### config.mk
export PLATFORM = sky130hd
export DESIGN_NAME = ccs_sequencer
export DESIGN_NICKNAME = d
export VERILOG_FILES = /design/src/core/ccs_sync2.v /design/src/core/ccs_sequencer.v
export VERILOG_INCLUDE_DIRS = /design/src /design/src/core
export SDC_FILE = /design/constraint.sdc
export NUM_CORES = 1
export LEC_CHECK = 0
export ABC_CLOCK_PERIOD_IN_PS = 8400
export BUFFER_PORTS_ARGS = -buffer_cell sky130_fd_sc_hd__buf_2
export CAP_MARGIN = 20
export CORE_AREA = 3 3 164 166
export CTS_CLUSTER_DIAMETER = 50
export DETAILED_ROUTE_END_ITERATION = 8
export DIE_AREA = 0 0 167 169
export GPL_TIMING_DRIVEN = 0
export HOLD_SLACK_MARGIN = 0.1
export PLACE_DENSITY_LB_ADDON = 0.05
export SLEW_MARGIN = 20
export SYNTH_ARGS = -nofsm -noshare
export SYNTH_HDL_FRONTEND = slang
export SYNTH_HIERARCHICAL = 1
export SYNTH_SLANG_ARGS = --single-unit
### constraint.sdc
create_clock -name sys_clk -period 8.4 [get_ports sys_clk]
set_input_delay 1.68 -clock sys_clk [delete_from_list [all_inputs] [get_ports sys_clk]]
set_output_delay 1.68 -clock sys_clk [all_outputs]
set_load 0.03 [all_outputs]
### src/core/ccs_map.vh
`ifndef CCS_MAP_VH
`define CCS_MAP_VH

// clock and time base
`define CCS_CLK_MHZ          100
`define CCS_HALF_SEC_MS      500
`define CCS_HALF_SEC_CYC     (`CCS_HALF_SEC_MS * 1000 * `CCS_CLK_MHZ)

// safety timer figures for the nominal timing capacitor, in half-second ticks
`define CCS_TRICKLE_TO_MIN   25
`define CCS_TRICKLE_TO_HT    (`CCS_TRICKLE_TO_MIN * 60 * 1000 / `CCS_HALF_SEC_MS)
`define CCS_FAST_TO_HR       3
`define CCS_FAST_TO_HT       (`CCS_FAST_TO_HR * 3600 * 1000 / `CCS_HALF_SEC_MS)
`define CCS_CV_TO_HR         3
`define CCS_CV_TO_HT         (`CCS_CV_TO_HR * 3600 * 1000 / `CCS_HALF_SEC_MS)

// thermal loop recheck period and fault flash rate
`define CCS_TLOOP_CHECK_MS   1500
`define CCS_TLOOP_CHECK_HT   (`CCS_TLOOP_CHECK_MS / `CCS_HALF_SEC_MS)
`define CCS_FLASH_HZ         1
`define CCS_FLASH_HALF_HT    (1000 / (2 * `CCS_FLASH_HZ) / `CCS_HALF_SEC_MS)

// current command, full scale = programmed constant current
`define CCS_CUR_FULL         8'hFF
`define CCS_TLOOP_NUM        28
`define CCS_TLOOP_DEN        100
`define CCS_CUR_TLOOP        ((255 * `CCS_TLOOP_NUM) / `CCS_TLOOP_DEN)
`define CCS_CUR_STEP         8'h08
`define CCS_CUR_TRICKLE      8'h1A

// register map
`define CCS_REG_CFG          8'h00
`define CCS_REG_STAT         8'h04
`define CCS_REG_MON          8'h08
`define CCS_CFG_SCALE_LSB    0
`define CCS_CFG_SCALE_MSB    3
`define CCS_CFG_SCALE_RST    4'h1

`endif

### src/core/ccs_sync2.v
`timescale 1ns/10ps
// two-stage synchroniser bank for asynchronous comparator and pin inputs
module ccs_sync2 #(
	parameter W = 1
) (
	input  wire         sys_clk,
	input  wire         rst,
	input  wire [W-1:0] async_in,
	output wire [W-1:0] sync_out
);
	reg [W-1:0] meta_q;
	reg [W-1:0] sync_q;

	genvar i;
	generate
		for (i = 0; i < W; i = i + 1) begin : g_bit
			always @(posedge sys_clk or posedge rst) begin
				if (rst) begin
					meta_q[i] <= 1'b0;
					sync_q[i] <= 1'b0;
				end else begin
					meta_q[i] <= async_in[i];
					sync_q[i] <= meta_q[i];
				end
			end
		end
	endgenerate

	assign sync_out = sync_q;
endmodule

### src/core/ccs_sequencer.v
// Summary of operation
// - thermal loop entry cuts current to 0.28
// - recheck every 1.5 s, step current up, or down if still hot
// - thermal loop entry threshold is 115 C
// - trickle longer than 25 minutes faults
// - trickle plus fast charge over 3 hours faults
// - CV entry clears timer, 3 hour limit
// - trickle timeout flashes output a at 1 Hz
// - timeouts scale linearly with capacitor value
// - grounded timing capacitor disables safety timer
// - over-voltage stops charge, resumes when cleared
// - over-voltage shows fault on both outputs
// - die shutdown halts, hysteresis resumes previous state
// - battery temperature checked before and during charge
// - hot battery suspends, resumes automatically
// - cold battery suspends until cold removed
// - hot and cold faults shown on outputs
// - comparators bound window at 0.30 and 0.6
// - enable cycle restarts in phase by voltage
// - termination sleeps until recharge threshold crossed
`timescale 1ns/10ps
`include "ccs_map.vh"

module ccs_sequencer #(
	parameter [31:0] HALF_SEC_CYC = `CCS_HALF_SEC_CYC
) (
	input  wire        sys_clk,
	input  wire        rst,
	input  wire        charge_enable,
	input  wire        die_over_tloop,
	input  wire        die_over_shutdown,
	input  wire        die_below_hyst,
	input  wire        batt_below_precond,
	input  wire        batt_at_regulation,
	input  wire        batt_over_ovp,
	input  wire        batt_below_recharge,
	input  wire        current_at_term,
	input  wire        ts_below_hot,
	input  wire        ts_above_cold,
	input  wire        timing_cap_grounded,
	input  wire [7:0]  reg_addr,
	input  wire [31:0] reg_wdata,
	input  wire        reg_wr,
	input  wire        reg_rd,
	output reg  [31:0] reg_rdata,
	output reg  [7:0]  charge_current_cmd,
	output reg         charge_on,
	output reg         status_out_a_o,
	output reg         status_out_a_oe,
	output reg         status_out_b_o,
	output reg         status_out_b_oe
);
	localparam [5:0] ST_IDLE    = 6'h01;
	localparam [5:0] ST_TRICKLE = 6'h02;
	localparam [5:0] ST_CC      = 6'h04;
	localparam [5:0] ST_CV      = 6'h08;
	localparam [5:0] ST_DONE    = 6'h10;
	localparam [5:0] ST_FAULT   = 6'h20;

	wire [11:0] raw_in = {timing_cap_grounded, ts_above_cold, ts_below_hot, current_at_term,
		batt_below_recharge, batt_over_ovp, batt_at_regulation, batt_below_precond,
		die_below_hyst, die_over_shutdown, die_over_tloop, charge_enable};
	wire [11:0] s_in;

	ccs_sync2 #(.W(12)) u_sync (
		.sys_clk  (sys_clk),
		.rst      (rst),
		.async_in (raw_in),
		.sync_out (s_in)
	);

	wire en_s      = s_in[0];
	wire tloop_s   = s_in[1];
	wire shut_s    = s_in[2];
	wire hyst_s    = s_in[3];
	wire precond_s = s_in[4];
	wire reg_s     = s_in[5];
	wire ovp_s     = s_in[6];
	wire rech_s    = s_in[7];
	wire term_s    = s_in[8];
	wire hot_s     = s_in[9];
	wire cold_s    = s_in[10];
	wire capgnd_s  = s_in[11];

	reg [5:0]  state_q;
	reg [5:0]  state_d;
	reg [31:0] div_q;
	reg        tick_q;
	reg [19:0] tmr_q;
	reg [19:0] tmr_d;
	reg        ot_q;
	reg        flash_en_q;
	reg        flash_q;
	reg [1:0]  chk_q;
	reg        tloop_act_q;
	reg [7:0]  tloop_cur_q;
	reg [3:0]  cap_scale_q;

	// half-second time base
	always @(posedge sys_clk or posedge rst) begin
		if (rst) begin
			div_q  <= 32'h0;
			tick_q <= 1'b0;
		end else if (div_q >= HALF_SEC_CYC - 32'h1) begin
			div_q  <= 32'h0;
			tick_q <= 1'b1;
		end else begin
			div_q  <= div_q + 32'h1;
			tick_q <= 1'b0;
		end
	end

	// die shutdown latches until the hysteresis comparator reports cool
	always @(posedge sys_clk or posedge rst) begin
		if (rst) begin
			ot_q <= 1'b0;
		end else if (shut_s) begin
			ot_q <= 1'b1;
		end else if (hyst_s) begin
			ot_q <= 1'b0;
		end
	end

	// window comparators sit outside at 0.30 and 0.6 of input voltage
	wire batt_temp_bad = hot_s | cold_s;
	wire suspend       = ovp_s | ot_q | batt_temp_bad;
	wire charging      = (state_q == ST_TRICKLE) | (state_q == ST_CC) | (state_q == ST_CV);

	wire        tmr_off   = capgnd_s | (cap_scale_q == 4'h0);
	wire [31:0] scale32   = {28'h0, cap_scale_q};
	wire [31:0] lim_trk   = `CCS_TRICKLE_TO_HT * scale32;
	wire [31:0] lim_fast  = `CCS_FAST_TO_HT * scale32;
	wire [31:0] lim_cv    = `CCS_CV_TO_HT * scale32;
	wire [31:0] tmr32     = {12'h0, tmr_q};
	wire        to_trk    = ~tmr_off & (tmr32 >= lim_trk);
	wire        to_fast   = ~tmr_off & (tmr32 >= lim_fast);
	wire        to_cv     = ~tmr_off & (tmr32 >= lim_cv);
	wire [5:0]  fresh_ph  = precond_s ? ST_TRICKLE : ST_CC;

	// phase sequencer; suspension freezes the phase so it resumes where it was
	always @* begin
		state_d = state_q;
		tmr_d   = tmr_q;
		if (tick_q && charging && !suspend && !tmr_off && tmr_q != 20'hFFFFF) begin
			tmr_d = tmr_q + 20'h1;
		end
		case (state_q)
			ST_IDLE: begin
				if (!batt_temp_bad && !ovp_s && !ot_q) begin
					state_d = fresh_ph;
					tmr_d   = 20'h0;
				end
			end
			ST_TRICKLE: begin
				if (to_trk) begin
					state_d = ST_FAULT;
				end else if (!suspend && !precond_s) begin
					state_d = ST_CC;
				end
			end
			ST_CC: begin
				if (to_fast) begin
					state_d = ST_FAULT;
				end else if (!suspend && reg_s) begin
					state_d = ST_CV;
					tmr_d   = 20'h0;
				end
			end
			ST_CV: begin
				if (to_cv) begin
					state_d = ST_FAULT;
				end else if (!suspend && term_s) begin
					state_d = ST_DONE;
				end
			end
			ST_DONE: begin
				if (rech_s) begin
					state_d = fresh_ph;
					tmr_d   = 20'h0;
				end
			end
			ST_FAULT: begin
				state_d = ST_FAULT;
			end
			default: begin
				state_d = ST_IDLE;
			end
		endcase
		if (!en_s) begin
			state_d = ST_IDLE;
			tmr_d   = 20'h0;
		end
	end

	always @(posedge sys_clk or posedge rst) begin
		if (rst) begin
			state_q <= ST_IDLE;
			tmr_q   <= 20'h0;
		end else begin
			state_q <= state_d;
			tmr_q   <= tmr_d;
		end
	end

	// trickle timeout flash: toggle every half second for 1 Hz, 50 percent duty
	always @(posedge sys_clk or posedge rst) begin
		if (rst) begin
			flash_en_q <= 1'b0;
			flash_q    <= 1'b0;
		end else if (!en_s) begin
			flash_en_q <= 1'b0;
			flash_q    <= 1'b0;
		end else begin
			if (state_q == ST_TRICKLE && to_trk) begin
				flash_en_q <= 1'b1;
			end
			if (flash_en_q && tick_q) begin
				flash_q <= ~flash_q;
			end
		end
	end

	// thermal loop: cut to reduced level, then re-evaluate every 1.5 s
	wire [8:0] cur_up = {1'b0, tloop_cur_q} + {1'b0, `CCS_CUR_STEP};
	wire [31:0] cur_lo32 = `CCS_CUR_TLOOP;
	wire [7:0]  cur_lo   = cur_lo32[7:0];
	wire [8:0] cur_dn = {1'b0, tloop_cur_q} - {1'b0, `CCS_CUR_STEP};

	always @(posedge sys_clk or posedge rst) begin
		if (rst) begin
			tloop_act_q <= 1'b0;
			tloop_cur_q <= `CCS_CUR_FULL;
			chk_q       <= 2'h0;
		end else if (!charging) begin
			tloop_act_q <= 1'b0;
			tloop_cur_q <= `CCS_CUR_FULL;
			chk_q       <= 2'h0;
		end else if (!tloop_act_q) begin
			if (tloop_s) begin
				tloop_act_q <= 1'b1;
				tloop_cur_q <= cur_lo;
				chk_q       <= 2'h0;
			end
		end else if (tick_q) begin
			if (chk_q == `CCS_TLOOP_CHECK_HT - 1) begin
				chk_q <= 2'h0;
				if (tloop_s) begin
					// still hot: back off one step, equilibrium found
					tloop_cur_q <= (cur_dn[8] || cur_dn[7:0] < cur_lo) ? cur_lo : cur_dn[7:0];
				end else if (cur_up[8] || cur_up[7:0] == `CCS_CUR_FULL) begin
					tloop_cur_q <= `CCS_CUR_FULL;
					tloop_act_q <= 1'b0;
				end else begin
					tloop_cur_q <= cur_up[7:0];
				end
			end else begin
				chk_q <= chk_q + 2'h1;
			end
		end
	end

	// current command and status drive
	always @(posedge sys_clk or posedge rst) begin
		if (rst) begin
			charge_current_cmd <= 8'h00;
			charge_on          <= 1'b0;
			status_out_a_o     <= 1'b0;
			status_out_a_oe    <= 1'b0;
			status_out_b_o     <= 1'b0;
			status_out_b_oe    <= 1'b0;
		end else begin
			status_out_a_o <= 1'b0;
			status_out_b_o <= 1'b0;
			if (!charging || suspend) begin
				charge_current_cmd <= 8'h00;
				charge_on          <= 1'b0;
			end else if (state_q == ST_TRICKLE) begin
				charge_current_cmd <= `CCS_CUR_TRICKLE;
				charge_on          <= 1'b1;
			end else begin
				charge_current_cmd <= tloop_act_q ? tloop_cur_q : `CCS_CUR_FULL;
				charge_on          <= 1'b1;
			end
			if (suspend || (state_q == ST_FAULT && !flash_en_q)) begin
				status_out_a_oe <= 1'b0;
				status_out_b_oe <= 1'b0;
			end else if (flash_en_q) begin
				status_out_a_oe <= flash_q;
				status_out_b_oe <= 1'b0;
			end else begin
				status_out_a_oe <= charging;
				status_out_b_oe <= (state_q == ST_DONE);
			end
		end
	end

	// register port
	always @(posedge sys_clk or posedge rst) begin
		if (rst) begin
			cap_scale_q <= `CCS_CFG_SCALE_RST;
		end else if (reg_wr && reg_addr == `CCS_REG_CFG) begin
			cap_scale_q <= reg_wdata[`CCS_CFG_SCALE_MSB:`CCS_CFG_SCALE_LSB];
		end
	end

	always @(posedge sys_clk or posedge rst) begin
		if (rst) begin
			reg_rdata <= 32'h0;
		end else if (reg_rd) begin
			case (reg_addr)
				`CCS_REG_CFG:  reg_rdata <= {28'h0, cap_scale_q};
				`CCS_REG_STAT: reg_rdata <= {18'h0, tmr_off, flash_en_q, tloop_act_q,
					batt_temp_bad, ot_q, ovp_s, cold_s, hot_s, state_q};
				`CCS_REG_MON:  reg_rdata <= {4'h0, tmr_q, charge_current_cmd};
				default:       reg_rdata <= 32'h0;
			endcase
		end else begin
			reg_rdata <= 32'h0;
		end
	end
endmodule

Yosys cells after proc, flatten, opt, wreduce, memory -nomap -nowiden:

Index checks and enable logic that the tools add are counted.

* register bits after elaboration: 144
* input port bits: 56
* output and inout bits: 45
* word-level logic and storage cells: 169

* add/subtract/negate cells: 5
* $mul: 2
* magnitude comparators: 4
* eq/ne operators: 21
* mux-type cells: 56
* bitwise gates (word level): 10
* reduce and logical (&&, ||, !) cells: 31

Operator list (count)
* $mux W20: 6
* $mux W8: 11
* $pmux W28 S3: 1
* $mux W32: 2
* $pmux W20 S3: 1
* $mux W6: 9
* $pmux W6 S6: 1
* $add A32 B1 Y32 const B: 1
* $ge A32 B26 Y1 const B: 1
* $add A20 B1 Y20 const B: 1
* $ge A20 B16 Y1: 1
* $ge A20 B19 Y1: 1
* $ne A20 B20 Y1 const B: 1
* $mux W1: 19
* $mul A10 B4 Y14 const A: 1
* $logic_and A1 B1 Y1: 13
* $mul A9 B4 Y13 const A: 1
* $ne A4 B4 Y1 const B: 3
* $mux W2: 5
* $add A8 B4 Y9 const B: 1
* $ne A3 B2 Y1 const B: 3
* $sub A8 B4 Y9 const B: 1
* $eq A8 B3 Y1 const B: 1
* $eq A8 B4 Y1 const B: 1
* 24 further kinds: 43

Longest topological paths before layout:

* word-level depth: 12
* gate-level depth with buffers: 21
* mapped depth without buffers: 21

Hierarchy:

Netlist, hierarchy kept.

Modules (own cells, without submodules)
* ccs_sequencer: times used 1, cells each 737, area an instance 7021.7 µm², sequential area each 2837.7 µm²
* ccs_sync2: times used 1, cells each 25, area an instance 604.3 µm², sequential area each 600.6 µm²

Least setup slack after synthesis:

No wires, ideal clock.

* kind: reg2reg
* start: reg cap_scale_q[2]
* end: reg state_q[2]
* library setup time: 0.126 ns
* arrival time: 4.498 ns
* required time: 8.274 ns
* setup slack: 3.776 ns
* cell stages (with the launch flop): 22
* buffers on the path: 0
* clock period less this slack: 4.624 ns
* cell sequence: dfrtp_1 > inv_1 > ha_1 > inv_1 > fa_1 > inv_1 > ha_1 > nor2b_1 > o21ai_0 > nand2b_1 > a21o_1 > a21o_1 > a31o_2 > xnor2_1 > ha_1 > a211oi_1 > nor2_1 > a2111o_1 > a21o_1 > nor3_2 > or4b_4 > o22ai_2

* longest elaborated chain between the ends: 7
* elaborated cells on any way between the ends: 18
* classes of those cells: 2 x mul; 2 x order compare; 3 x eq/ne; 5 x mux; 4 x bitwise; 2 x reduce/logical

RTL lines
* start, declared: RTL line ccs_sequencer.v:97 `reg [3:0] cap_scale_q;`
* start signal, assigned: RTL line ccs_sequencer.v:300 `` cap_scale_q <= `CCS_CFG_SCALE_RST; ``
* start signal, assigned: RTL line ccs_sequencer.v:302 `` cap_scale_q <= reg_wdata[`CCS_CFG_SCALE_MSB:`CCS_CFG_SCALE_LSB]; ``
* branches (longest 7 deep; another with $ge A20 B19 Y1)
* end signal, assigned: RTL line ccs_sequencer.v:200 `state_q <= state_d;`
* end, declared: RTL line ccs_sequencer.v:85 `reg [5:0] state_q;`

Parallel ways; which one is timed is not known.
A chain may end at the register's enable or synchronous reset.

Worst setup path in the final report:

* start: reg cap_scale_q[2]
* end: reg tmr_q[0]

* longest elaborated chain between the ends: 10
* elaborated cells on any way between the ends: 16
* classes of those cells: 1 x mul; 1 x order compare; 7 x mux; 3 x bitwise; 4 x reduce/logical

RTL lines
* branches (longest 8 deep; another with $ge A20 B19 Y1)
* $pmux W20 S3 *: RTL line ccs_sequencer.v:147 `case (state_q)`
* $mux W20 *: RTL line ccs_sequencer.v:189 `if (!en_s) begin`
* net tmr_d[0]: RTL line ccs_sequencer.v:90 `reg [19:0] tmr_d;`
* end signal, assigned: RTL line ccs_sequencer.v:201 `tmr_q <= tmr_d;`
* end, declared: RTL line ccs_sequencer.v:89 `reg [19:0] tmr_q;`

Mark *: on every way through the listed nets, which the timed path passes.

==> results.md <==
* Fillers at 2635
* Hold_ws at 0.346 ns
* Setup-failing EPs final at 0
* Layout cells sized above 1 at 16.3%
* CP Depth at 18
* Area grow syn2layout at 18.8%
* CP Cell Sequence: inv_1 -> ha_1 -> ha_1 -> ha_1 -> a31oi_1 -> nor2b_1 -> o21ai_0 -> o21bai_1 -> a31o_2 -> a31oi_1 -> ha_1 -> and4b_1 -> a2111oi_0 -> a21boi_2 -> o211ai_1 -> and2_1 -> clkbuf_1 -> nor2_1
* R2R setup slack at 2.77 ns
* Detailed Route WL at 19.5 mm
* Synthesis Warnings at 6
* Setup crit end kind: flop
* FF-to-FF path depth at 18
* Crit path time final at 5.63 ns
* DRT iter0 DRCs at 332
* Tot GR Track Use at 14.1%
* Crit share post-route at 67.0%
* Most frequent cells in the layout: dfrtp_1 (129), nor2_1 (89), buf_2 (70)
* HP Class: flop to flop
* Synthesized-area fraction occupied by adder cells at 11.7%
* Clock Latency Late Sink at 0.42 ns
* Worst Tran Pin Value at 1.08 ns
* Crit path buf inv count at 2
* Post-DP HPWL at 14.6 mm
* Die W at 167 um
* First-pass GRT wire length at 31.7 mm
* Buffers on Ports at 66
* Io pins at 101
* XOR/XNOR Fraction of Synth Area at 7.01%
* Crit-path most repeated cell: ha_1
* Largest net degree at the start of global routing at 61
* Drt first pass iters at 5
* CTS buffer count at 17
* Post-synthesis register bit count at 137
* Core area at 25800 um^2
* Wirelength per Cell at 16.1 um
* CP max FO at 10
* Footprint of the multi-input gates at 3900 um^2
* Fin nets at 983
* Simple-gate share of the synthesized area at 18.1%
* Longest Clk Path Bufs at 2
* Cell depth of the worst hold path at 0
* Share of flip-flops with an asynchronous set or reset at 100%
* RePlAce Congestion at 0.791
* Ys flop type: dfrtp_1
* Post-synthesis mux area share at 1.00%
* Status: complete, no violations
* Slowest-stage cell, CP: a2111oi_0
* Delay-heaviest family, CP: compound AO/OA/AOI/OAI gates
* Cell area after synthesis at 7630 um^2
* Maximum VDD drop at 0.0000745 V
* Netlist cell types at 76
* Finished Cell Area at 9060 um^2
* CP endpoint: tmr_q[0]
* Post-route DRC at 0
* Power density over the cells at 193 nW/um^2
* R2r endpoint: tmr_q[0]
* Vias in the first global route at 5955
* R2r startpoint: cap_scale_q[2]
* Sequential cell area at 3440 um^2
* Clock Tree Root: clkbuf_16
* GRT overflow at 0
* Commonest non-fill, non-tap cell in the layout: dfrtp_1
* DR vias at 5813
* Number of post-CTS setup repair buffers at 0
* Cts repair resizes at 0
* Placed cell area at 8450 um^2
* Final ANT Viol Nets at 0
* Slew HR at 27.8%
* Num rows at 59
* Avg Cell Area, Syn at 10.0 um^2
* Setup Skew at 0.0128 ns
* Die Ht at 169 um
* Compound-gate portion of the synthesized area at 12.6%
* CTS H-tree depth at 4
* FMAX at 0.178 GHz
* Initial antenna violation count at 0
* Setup crit start kind: flop
* # diodes at 0
* CTS tree: yes
* Hold-fix buffer count after cts at 0
* Vias per cell at 4.82
* RSZ-0062 raised after global routing: false
* Cell count after synthesis at 762
* CP Launch Point: cap_scale_q[2]
* Max Cap Violations at 0
* Count of flip-flops with a built-in enable after synthesis at 0
* Final Hold Vio Count at 0
* CP Data Required Time at 8.68 ns
* Clk pin slew, worst setup/hold paths at 0.06 ns
* Die Area at 28200 um^2
* Leak at 4.27 nW
* Sum of negative setup slack at 0 ns
* Sequential cell area fraction in the yosys report at 45.1%
* Crit-path max cell delay at 0.73 ns
* Worst setup path class: flop to flop
* Worst EP arrival at 5.91 ns
* Pins Over Slew Limit at 0
* Clock sinks at 137
* Initial cell density of the core at 29.6%
* Largest family of logic cells by synthesized area: simple AND/OR/NAND/NOR gates
## worst min path at each step
stage                           from                  to  slack [ns]
finish              u_sync/meta_q[3]  u_sync/sync_out[3]        0.35
global placement    u_sync/meta_q[0]  u_sync/sync_out[0]        0.33
global route        u_sync/meta_q[5]  u_sync/sync_out[5]        0.36
detailed placement  u_sync/meta_q[3]  u_sync/sync_out[3]        0.33
floorplan           u_sync/meta_q[0]  u_sync/sync_out[0]        0.33
CTS                 u_sync/meta_q[3]  u_sync/sync_out[3]        0.35
## per-layer routing
| metal | up-vias | wire [um] | GRT usage (%) |
|---|---|---|---|
| li1 | 2866 | - | - |
| met1 | 2825 | 9190 | 18.0 |
| met2 | 110 | 9390 | 24.3 |
| met3 | 12 | 692 | 3.29 |
| met4 | 0 | 192 | 3.69 |
| met5 | - | 0 | 0 |
## stage by stage
step / utilization, % / std cells / setup WS, ns / power [W]
detailed placement: 32.8 / 1175 / 2.71 / 0.000988
global route: 35.2 / 1207 / 2.23 / 0.00184
finish: 35.2 / 1207 / 2.77 / 0.00175
global placement: 32.7 / 1174 / 2.17 / 0.000982
CTS: 35.2 / 1207 / 2.68 / 0.00178
floorplan: - / 773 / 3.75 / 0.000907
## synthesized netlist by cell type, types with 2 or more instances
library cell / number / area [um^2]
a22oi_1: 8 / 60.1
buf_4: 7 / 52.6
dfstp_2: 8 / 210
nor4bb_1: 2 / 20.0
o21a_1: 3 / 22.5
fa_1: 6 / 120
inv_1: 46 / 173
buf_2: 4 / 20.0
mux2i_1: 2 / 20.0
xnor2_1: 26 / 228
clkbuf_1: 18 / 67.6
and3_1: 22 / 138
mux2_2: 5 / 56.3
dfrtp_1: 129 / 3230
or3_1: 2 / 12.5
nor3_1: 17 / 85.1
o211ai_1: 4 / 30.0
or4_1: 4 / 30.0
a311o_1: 2 / 20.0
a31oi_1: 8 / 50.1
nand3_1: 26 / 130
and4b_1: 2 / 20.0
nand4_1: 13 / 81.3
a21oi_1: 43 / 215
o21bai_1: 2 / 15.0
a31o_2: 2 / 17.5
o21ai_0: 28 / 140
a211oi_1: 6 / 45.0
nand2b_1: 6 / 37.5
a21o_1: 12 / 90.1
nor4_1: 8 / 50.1
nor2_1: 89 / 334
a222oi_1: 4 / 40.0
and2_1: 6 / 37.5
nor2b_1: 5 / 31.3
a221o_1: 2 / 20.0
xor2_1: 35 / 307
ha_1: 62 / 776
and4_1: 6 / 52.6
nand2_1: 45 / 169
nor3b_1: 2 / 15.0
## sequential cells by signal, indices dropped and copies added, names as in the netlist, 2 cells and up
| register | cells |
|---|---|
| u_sync/sync_out | 12 |
| tloop_cur_q | 6 |
| charge_current_cmd | 7 |
| u_sync/meta_q | 12 |
| tmr_q | 20 |
| cap_scale_q | 4 |
| div_q | 32 |
| chk_q | 2 |
| state_q | 6 |
| reg_rdata | 28 |
## layout make-up
cell class	count	share of cell area (%)
clock inverter	13	1.86
buffer	32	1.77
clock buffer	19	4.89
multi-input combinational	558	43.0
inverter	46	1.96
tap	335	4.63
sequential	137	37.9
timing repair buffer	67	3.95
## power by group
| group | leakage [nW] | total (W) | switching (W) | internal, W |
|---|---|---|---|---|
| clock network | 0.298 | 0.000775 | 0.000297 | 0.000478 |
| registers | 1.81 | 0.000701 | 0.0000188 | 0.000682 |
| logic | 2.16 | 0.000272 | 0.000172 | 0.0000993 |
| total | 4.27 | 0.00175 | 0.000488 | 0.00126 |
## kinds of logic after synthesis
family | Yosys count
AOI/OAI and AO/OA | 141
xor gates and xnor gates | 61
adders and majority gates | 68
buffers and inverters | 78
DFF | 137
muxes | 7
other | 1
and+or+nand+nor | 269
(Power assumes the default switching activity.)
